`config.mk`:
```
export PLATFORM = sky130hd
export DESIGN_NAME = lpar_readout
export DESIGN_NICKNAME = d
export VERILOG_FILES = /design/src/lpar_pkg.sv /design/src/lpar_readout.sv /design/src/lpar_fifo.sv
export SDC_FILE = /design/constraint.sdc
export NUM_CORES = 2
export LEC_CHECK = 0
export ABC_CLOCK_PERIOD_IN_PS = 5500
export BUFFER_PORTS_ARGS = -buffer_cell sky130_fd_sc_hd__buf_2
export CORE_ASPECT_RATIO = 1.4
export CORE_MARGIN = 8
export CORE_UTILIZATION = 59
export CTS_BUF_LIST = sky130_fd_sc_hd__clkbuf_8
export DETAILED_ROUTE_END_ITERATION = 7
export PLACE_DENSITY = 0.81
export SLEW_MARGIN = 10
export SYNTH_ARGS = -nofsm -noshare
export SYNTH_HDL_FRONTEND = slang
export SYNTH_HIERARCHICAL = 1
export SYNTH_SLANG_ARGS = --single-unit
```
`constraint.sdc`:
```
create_clock -name mclk -period 5.5 [get_ports mclk]
set_input_delay 0.55 -clock mclk [delete_from_list [all_inputs] [get_ports mclk]]
set_output_delay 0.55 -clock mclk [all_outputs]
set_load 0.02 [all_outputs]
```
`src/lpar_pkg.sv`:
```
// Shared constants of the linear pixel array readout sequencer.
// Assumes a single 20 MHz system clock; the sensor clock is a sampled pin.
package lpar_pkg;

    // ************************************************************
    // Array geometry and sequencing counts
    // ************************************************************
    localparam int PIX_COUNT = 128;
    localparam int PIX_W = 8;
    localparam int IDX_W = 7;
    localparam int CNT_W = 8;
    localparam logic [CNT_W-1:0] RESET_CLKS = 8'h12;
    localparam logic [CNT_W-1:0] LAST_PIX_CLK = 8'h80;
    localparam logic [CNT_W-1:0] FIRST_CLK = 8'h01;
    localparam int FIFO_DEPTH = 16;

    // ************************************************************
    // Timing
    // ************************************************************
    localparam int MCLK_HZ = 20_000_000;
    localparam int CTW_US = 20;
    // Least time, rounded up to whole mclk cycles
    localparam int CTW_CYC = (CTW_US * (MCLK_HZ / 1000) + 999) / 1000;
    localparam int WAIT_W = 12;

    // ************************************************************
    // Sequencer states
    // ************************************************************
    typedef enum logic [1:0] {
        LPAR_IDLE = 2'b01,
        LPAR_READ = 2'b10
    } lpar_state_e;

endpackage : lpar_pkg

```
`src/lpar_readout.sv`:
```
// Readout sequencer of a 128-pixel linear light-sensor array.
// Assumes sensor_clk and scan_start are asynchronous pins, sampled on mclk,
// and a front end that streams frozen pixel samples in array order.
//
// Function
// - 128-bit token register stepped by sensor clock
// - Start high on clock edge starts readout
// - Start rising edge raises hold strobe
// - Edge counter presents one stored pixel per clock
// - Integrators reset 18 clocks, release on 19th
// - 129th edge drops token, output floats
// - Output floats whenever not reading out
`timescale 1ns/1ps
module lpar_readout
    import lpar_pkg::*;
#(
    parameter int PIX_BITS = PIX_W,
    parameter int BUF_DEPTH = FIFO_DEPTH
) (
    input wire logic mclk,
    input wire logic rst,
    input wire logic sensor_clk,
    input wire logic scan_start,
    input wire logic sample_valid,
    output logic sample_ready,
    input wire logic [PIX_BITS-1:0] sample_data,
    output logic hold_strobe,
    output logic integ_reset,
    output logic [PIX_BITS-1:0] pixel_analog_out,
    output logic pixel_out_oe_n,
    output logic [IDX_W-1:0] pixel_index,
    output logic readout_busy,
    output logic start_ok,
    output logic start_err
);

    // ************************************************************
    // Pin synchronisers and edge detection
    // ************************************************************
    logic sclk_s1_q;
    logic sclk_s2_q;
    logic sclk_s3_q;
    logic start_s1_q;
    logic start_s2_q;
    logic start_s3_q;
    logic sclk_edge;
    logic start_rise;

    // Two flops per pin; the third only feeds the edge detectors
    always_ff @(posedge mclk or posedge rst) begin
        if (rst) begin
            sclk_s1_q <= 1'b0;
            sclk_s2_q <= 1'b0;
            sclk_s3_q <= 1'b0;
            start_s1_q <= 1'b0;
            start_s2_q <= 1'b0;
            start_s3_q <= 1'b0;
        end else begin
            sclk_s1_q <= sensor_clk;
            sclk_s2_q <= sclk_s1_q;
            sclk_s3_q <= sclk_s2_q;
            start_s1_q <= scan_start;
            start_s2_q <= start_s1_q;
            start_s3_q <= start_s2_q;
        end
    end

    // Both pins see equal delay, so start setup to the clock is kept
    assign sclk_edge = sclk_s2_q && !sclk_s3_q;
    assign start_rise = start_s2_q && !start_s3_q;

    // ************************************************************
    // Sequencer state
    // ************************************************************
    lpar_state_e state_q;
    logic [CNT_W-1:0] cnt_q;
    logic [PIX_COUNT-1:0] token_q;
    logic capture;
    logic last_edge;

    // Start is taken only from idle; a busy start is refused
    assign capture = sclk_edge && start_s2_q && (state_q == LPAR_IDLE);
    // The token leaving the last stage marks the 129th edge
    assign last_edge = sclk_edge && (state_q == LPAR_READ)
        && token_q[PIX_COUNT-1];

    always_ff @(posedge mclk or posedge rst) begin
        if (rst) begin
            state_q <= LPAR_IDLE;
        end else begin
            case (state_q)
                LPAR_IDLE: begin
                    if (capture) begin
                        state_q <= LPAR_READ;
                    end
                end
                LPAR_READ: begin
                    if (last_edge) begin
                        state_q <= LPAR_IDLE;
                    end
                end
                default: begin
                    state_q <= LPAR_IDLE;
                end
            endcase
        end
    end

    // Sensor clock edges since capture; the capture edge is number one
    always_ff @(posedge mclk or posedge rst) begin
        if (rst) begin
            cnt_q <= '0;
        end else if (capture) begin
            cnt_q <= FIRST_CLK;
        end else if (last_edge) begin
            cnt_q <= '0;
        end else if (sclk_edge && state_q == LPAR_READ) begin
            cnt_q <= cnt_q + 1'b1;
        end
    end

    // ************************************************************
    // Token shift register
    // ************************************************************
    // Each stage steps once per sensor clock; stage 0 takes the start
    generate
        for (genvar i = 0; i < PIX_COUNT; i++) begin : g_tok
            if (i == 0) begin : g_head
                always_ff @(posedge mclk or posedge rst) begin
                    if (rst) begin
                        token_q[i] <= 1'b0;
                    end else if (sclk_edge) begin
                        token_q[i] <= capture;
                    end
                end
            end else begin : g_body
                always_ff @(posedge mclk or posedge rst) begin
                    if (rst) begin
                        token_q[i] <= 1'b0;
                    end else if (sclk_edge) begin
                        token_q[i] <= token_q[i-1];
                    end
                end
            end
        end
    endgenerate

    // ************************************************************
    // Hold strobe and integrator reset
    // ************************************************************
    logic release_edge;

    // The 19th edge ends the reset window and restarts integration
    assign release_edge = sclk_edge && (state_q == LPAR_READ)
        && (cnt_q == RESET_CLKS);

    // Hold rises straight from the start edge, not from the clock
    always_ff @(posedge mclk or posedge rst) begin
        if (rst) begin
            hold_strobe <= 1'b0;
        end else if (start_rise && state_q == LPAR_IDLE) begin
            hold_strobe <= 1'b1;
        end else if (release_edge) begin
            hold_strobe <= 1'b0;
        end
    end

    always_ff @(posedge mclk or posedge rst) begin
        if (rst) begin
            integ_reset <= 1'b0;
        end else if (capture) begin
            integ_reset <= 1'b1;
        end else if (release_edge) begin
            integ_reset <= 1'b0;
        end
    end

    // ************************************************************
    // Frozen sample store, filled through the buffer
    // ************************************************************
    logic [PIX_BITS-1:0] pix_mem [PIX_COUNT];
    logic [CNT_W-1:0] wr_ptr_q;
    logic buf_valid;
    logic buf_take;
    logic [PIX_BITS-1:0] buf_data;

    // Samples only drain while capacitors are frozen; the buffer
    // absorbs early words and stalls the front end when full
    assign buf_take = hold_strobe && (wr_ptr_q != LAST_PIX_CLK);

    lpar_fifo #(
        .WIDTH(PIX_BITS),
        .DEPTH(BUF_DEPTH)
    ) u_fifo (
        .mclk(mclk),
        .rst(rst),
        .in_valid(sample_valid),
        .in_ready(sample_ready),
        .in_data(sample_data),
        .out_valid(buf_valid),
        .out_ready(buf_take),
        .out_data(buf_data)
    );

    // A new hold restarts filling from pixel 0
    always_ff @(posedge mclk or posedge rst) begin
        if (rst) begin
            wr_ptr_q <= '0;
        end else if (start_rise && state_q == LPAR_IDLE) begin
            wr_ptr_q <= '0;
        end else if (buf_take && buf_valid) begin
            wr_ptr_q <= wr_ptr_q + 1'b1;
        end
    end

    always_ff @(posedge mclk) begin
        if (buf_take && buf_valid) begin
            pix_mem[wr_ptr_q[IDX_W-1:0]] <= buf_data;
        end
    end

    // ************************************************************
    // Pixel output stage
    // ************************************************************
    // Pixel k shows from edge k+1; a word not yet stored reads stale
    always_ff @(posedge mclk or posedge rst) begin
        if (rst) begin
            pixel_analog_out <= '0;
            pixel_index <= '0;
            pixel_out_oe_n <= 1'b1;
        end else if (capture) begin
            pixel_analog_out <= pix_mem[0];
            pixel_index <= '0;
            pixel_out_oe_n <= 1'b0;
        end else if (last_edge) begin
            pixel_analog_out <= '0;
            pixel_index <= '0;
            pixel_out_oe_n <= 1'b1;
        end else if (sclk_edge && state_q == LPAR_READ) begin
            pixel_analog_out <= pix_mem[cnt_q[IDX_W-1:0]];
            pixel_index <= cnt_q[IDX_W-1:0];
            pixel_out_oe_n <= 1'b0;
        end else if (state_q == LPAR_IDLE) begin
            pixel_out_oe_n <= 1'b1;
        end
    end

    always_ff @(posedge mclk or posedge rst) begin
        if (rst) begin
            readout_busy <= 1'b0;
        end else if (capture) begin
            readout_busy <= 1'b1;
        end else if (last_edge) begin
            readout_busy <= 1'b0;
        end
    end

    // ************************************************************
    // Controller timing watch
    // ************************************************************
    logic [WAIT_W-1:0] wait_q;

    // Counts the charge transfer wait after the terminating edge
    always_ff @(posedge mclk or posedge rst) begin
        if (rst) begin
            wait_q <= '0;
            start_ok <= 1'b1;
        end else if (last_edge) begin
            wait_q <= WAIT_W'(CTW_CYC);
            start_ok <= 1'b0;
        end else if (capture) begin
            start_ok <= 1'b0;
        end else if (wait_q > WAIT_W'(1)) begin
            wait_q <= wait_q - 1'b1;
        end else if (state_q == LPAR_IDLE) begin
            wait_q <= '0;
            start_ok <= 1'b1;
        end
    end

    // Flags a start seen busy or held past one clock; it is ignored
    always_ff @(posedge mclk or posedge rst) begin
        if (rst) begin
            start_err <= 1'b0;
        end else begin
            start_err <= sclk_edge && start_s2_q
                && (state_q == LPAR_READ);
        end
    end

endmodule : lpar_readout

```
`src/lpar_fifo.sv`:
```
// Small first-word-fall-through FIFO with registered full and empty.
// Assumes both sides on one clock; data is held stable while not taken.
`timescale 1ns/1ps
module lpar_fifo #(
    parameter int WIDTH = 8,
    parameter int DEPTH = 16
) (
    input wire logic mclk,
    input wire logic rst,
    input wire logic in_valid,
    output logic in_ready,
    input wire logic [WIDTH-1:0] in_data,
    output logic out_valid,
    input wire logic out_ready,
    output logic [WIDTH-1:0] out_data
);
    localparam int AW = $clog2(DEPTH);
    localparam logic [AW:0] DEPTH_V = (AW + 1)'(DEPTH);

    logic [WIDTH-1:0] store [DEPTH];
    logic [AW-1:0] wr_q;
    logic [AW-1:0] rd_q;
    logic [AW:0] cnt_q;
    logic [AW:0] cnt_d;
    logic room_q;
    logic empty_q;
    logic push;
    logic pop;

    // ************************************************************
    // Handshake
    // ************************************************************
    assign push = in_valid && room_q;
    assign pop = !empty_q && out_ready;
    assign in_ready = room_q;
    assign out_valid = !empty_q;
    assign out_data = store[rd_q];

    // Occupancy; flags registered so ready is a clean flop
    always_comb begin
        cnt_d = cnt_q;
        if (push && !pop) begin
            cnt_d = cnt_q + 1'b1;
        end else if (pop && !push) begin
            cnt_d = cnt_q - 1'b1;
        end
    end

    always_ff @(posedge mclk or posedge rst) begin
        if (rst) begin
            cnt_q <= '0;
            room_q <= 1'b1;
            empty_q <= 1'b1;
        end else begin
            cnt_q <= cnt_d;
            room_q <= (cnt_d != DEPTH_V);
            empty_q <= (cnt_d == '0);
        end
    end

    // Pointers wrap naturally; depth is a power of two
    always_ff @(posedge mclk or posedge rst) begin
        if (rst) begin
            wr_q <= '0;
            rd_q <= '0;
        end else begin
            if (push) begin
                wr_q <= wr_q + 1'b1;
            end
            if (pop) begin
                rd_q <= rd_q + 1'b1;
            end
        end
    end

    // Storage needs no reset
    always_ff @(posedge mclk) begin
        if (push) begin
            store[wr_q] <= in_data;
        end
    end

endmodule : lpar_fifo

```
==> impl_metrics.json <==
{
  "status": "finished clean",
  "drc": 0,
  "cts_resized": 0,
  "synthArstFlopShare_pct": 14.8,
  "combinationalPowerShare_pct": 18.7,
  "placed_cells": 4134,
  "synth_seq_cells": 1352,
  "clk_pin_slew_ps": 70,
  "syn_inst": 3021,
  "firstDrtPassIters": 6,
  "drive_gt1_share_pct": 19.3,
  "p_switching_mw": 8.21,
  "htree_levels": 4,
  "postCtsSetupBuffers": 0,
  "root_buffer": "clkbuf_8",
  "synth-edff-count": 1152,
  "cp_num_buf_inv": 0,
  "swShare_pct": 30.3,
  "antenna_found_initial": 2,
  "syn_nets": 3047,
  "final_hold_viol_count": 0,
  "track_usage_pct": 25.0,
  "rsz0062_at_grt": "false",
  "setup.worst_path.class": "reg2reg",
  "cts_buffer_depth": 3,
  "fp.coreArea_sq_um": 89600,
  "critPathMaxStageDelay_ps": 910,
  "end_kind": "flip-flop",
  "setup-violations-final": 0,
  "final_cell_count_no_fill": 4501,
  "ir_drop_mv": 0.651,
  "fmax_mhz": 255,
  "worstPathMaxFanout": 16,
  "hold_path.class": "in2reg",
  "ant_nets": 0,
  "worstSkewPairLatency_ps": 910,
  "setup-tns-final_ps": 0,
  "worst_slack_ps": 1570,
  "p_clk_share_pct": 27.7,
  "initial_utilization_pct": 59.5,
  "clock-sinks": 1352,
  "io_buffers": 34,
  "grt_max_degree": 179,
  "syn_avg_cell_area_sq_um": 17.6,
  "p_int_mw": 18.9,
  "startpoint_type": "flip-flop",
  "hpwl_um": 77300,
  "period_needed_ps": 3930,
  "yosysSeqAreaShare_pct": 74.3,
  "via_per_inst": 6.48,
  "cp.required_ps": 6010,
  "arrival_ps": 4440,
  "power.leakage_nw": 20.5,
  "yosysWarningCount": 6,
  "wl_um": 126000,
  "finalPower_mw": 27.1,
  "wl_per_cell_um": 28.0,
  "seq_power_share_pct": 53.7,
  "layout_commonest_cell": "edfxtp_1",
  "drt_iter0_markers": 3757,
  "ys.flop_type": "edfxtp_1",
  "tightest_slew_ps": 1280,
  "grt_pass1_vias": 30100,
  "yosysUniqueCellTypes": 82,
  "cp_slowest_cell": "nor2_1",
  "dpl_worst_slack_ps": 1770,
  "path_cells": "or4_1 -> o31a_1 -> nand2_1 -> nor2_1 -> nand3_2 -> nor2_1",
  "critical_path.top_delay_family": "simple AND/OR/NAND/NOR gates",
  "maxSlewViolCount": 0,
  "cpMostUsedCell": "nor2_1",
  "die_w_um": 270,
  "vias": 29200,
  "clock_skew_ps": 51.2,
  "power.density_nw_per_um2": 464,
  "dieArea_sq_um": 100000,
  "numCtsBuffers": 189,
  "cts_tree": "done",
  "final_cell_mix": "edfxtp_1 (1152), nand2_1 (483), mux4_2 (244)",
  "syn_area_sq_um": 53300,
  "overflow": 0,
  "num_rows": 130,
  "fin_crit_sh_pct": 71.4,
  "die_h_um": 372,
  "io_pins": 35,
  "areaGrowthSynthToFinish_pct": 9.58,
  "place.gp.congestion": 0.890,
  "grt_pass1_wl_um": 187000,
  "finalNetCount": 3172,
  "drv_cap": 0,
  "max_slew_margin_pct": 14.0
}
==> registers in the layout, indices dropped and copies added, names as in the netlist, 2 cells and up <==
signal and cells:
pixel_index 7, u_fifo/rd_q 4, wr_ptr_q 8, wait_q 12, cnt_q 8, u_fifo/store 128, u_fifo/wr_q 4, token_q 128
state_q 2, u_fifo/cnt_q 5, pix_mem 1024, pixel_analog_out 8
==> stage by stage <==
stage | hold WS [ps] | utilization [%] | area, sq um
floorplan | 331 | - | 53300
global placement | 346 | 61.0 | 54700
finish | 68.3 | 65.2 | 58400
global route | 20.3 | 65.2 | 58400
detailed placement | 347 | 61.0 | 54700
CTS | 4.33 | 65.2 | 58400
==> logic make-up after synthesis <==
family / synth area share [%]
adder cells (fa/ha/maj): 0.305
XOR/XNOR: 0.444
multiplexers: 13.3
AND/OR/NAND/NOR: 6.84
buffers and inverters: 1.80
flip-flops: 74.3
AO/OA/AOI/OAI: 3.05
==> final timing paths <==
| kind | startpoint | to | slack [ps] | depth (start not counted) |
|---|---|---|---|---|
| setup / recovery | wr_ptr_q[5]$_DFFE_PP0P_ | pix_mem[35][3]$_DFFE_PP_ | 1570 | 6 |
| hold / removal | sample_data[4] | u_fifo/store[13][4]$_DFFE_PP_ | 70 | 1 |
| setup reg to reg | wr_ptr_q[5]$_DFFE_PP0P_ | pix_mem[35][3]$_DFFE_PP_ | 1570 | 6 |
| hold reg to reg | start_s1_q$_DFF_PP0_ | start_s2_q$_DFF_PP0_ | 360 | 0 |
| max in group asynchronous | rst | cnt_q[0]$_DFFE_PP0P_ | 4030 | 4 |
| min in group asynchronous | rst | wr_ptr_q[5]$_DFFE_PP0P_ | 190 | 3 |
==> what timing repair did <==
action	CTS	global route
hold buffers	9	0
hold endpoints to repair	118	0
endpoints found under the setup margin	0	0
==> Yosys cell counts (all sizes together), types with 6 or more instances <==
library cell	n	area, sq um
and3	9	56.3
nand4	14	87.6
dfrtp	195	4880
edfxtp	1152	34600
or3	6	37.5
buf	88	619
o2111ai	9	78.8
mux4	263	5990
mux2	24	270
nand2	488	1840
ha	13	163
nand3	30	155
xnor2	20	175
nor2	194	731
a211oi	13	97.6
nand2b	13	81.3
mux2i	81	811
o31ai	6	63.8
a22oi	30	225
a21oi	30	150
clkbuf	68	255
o21ai	39	199
o22ai	20	125
nor2b	29	181
o211ai	16	120
xor2	7	61.3
a22o	8	70.1
nor3	23	115
inv	19	71.3
and2	23	144
a31oi	15	93.8
==> area by class of cell <==
type                    count  area (sq um)
clock buffers             203          2790
repair buffers             91           746
inverters                  19          75.1
diodes                      3          7.51
flip-flops and latches   1352         39600
fillers                  5570         31200
well taps                1188          1490
clock inverters           152           836
multi-input cells        1493         12900
==> power by group through the flow <==
| stage | registers (mW) | logic, mW | clock network [mW] |
|---|---|---|---|
| after global routing | 14.6 | 5.29 | 7.95 |
| after detailed placement | 14.7 | 5.00 | 0 |
| after floorplan | 15.0 | 2.73 | 0 |
| after global placement | 14.7 | 4.69 | 0 |
| after CTS | 14.5 | 5.01 | 7.55 |
| final | 14.6 | 5.07 | 7.50 |
==> metal layers <==
layer	part of all wire, %	wire length [um]	GRT usage, %	up-vias
met5	0	0	0	-
met4	7.2	9030	16.3	0
met3	9.1	11500	5.71	489
met2	50	63300	41.8	1922
met1	33	42100	29.0	14800
li1	-	-	-	12000
(Power assumes the default switching activity.)
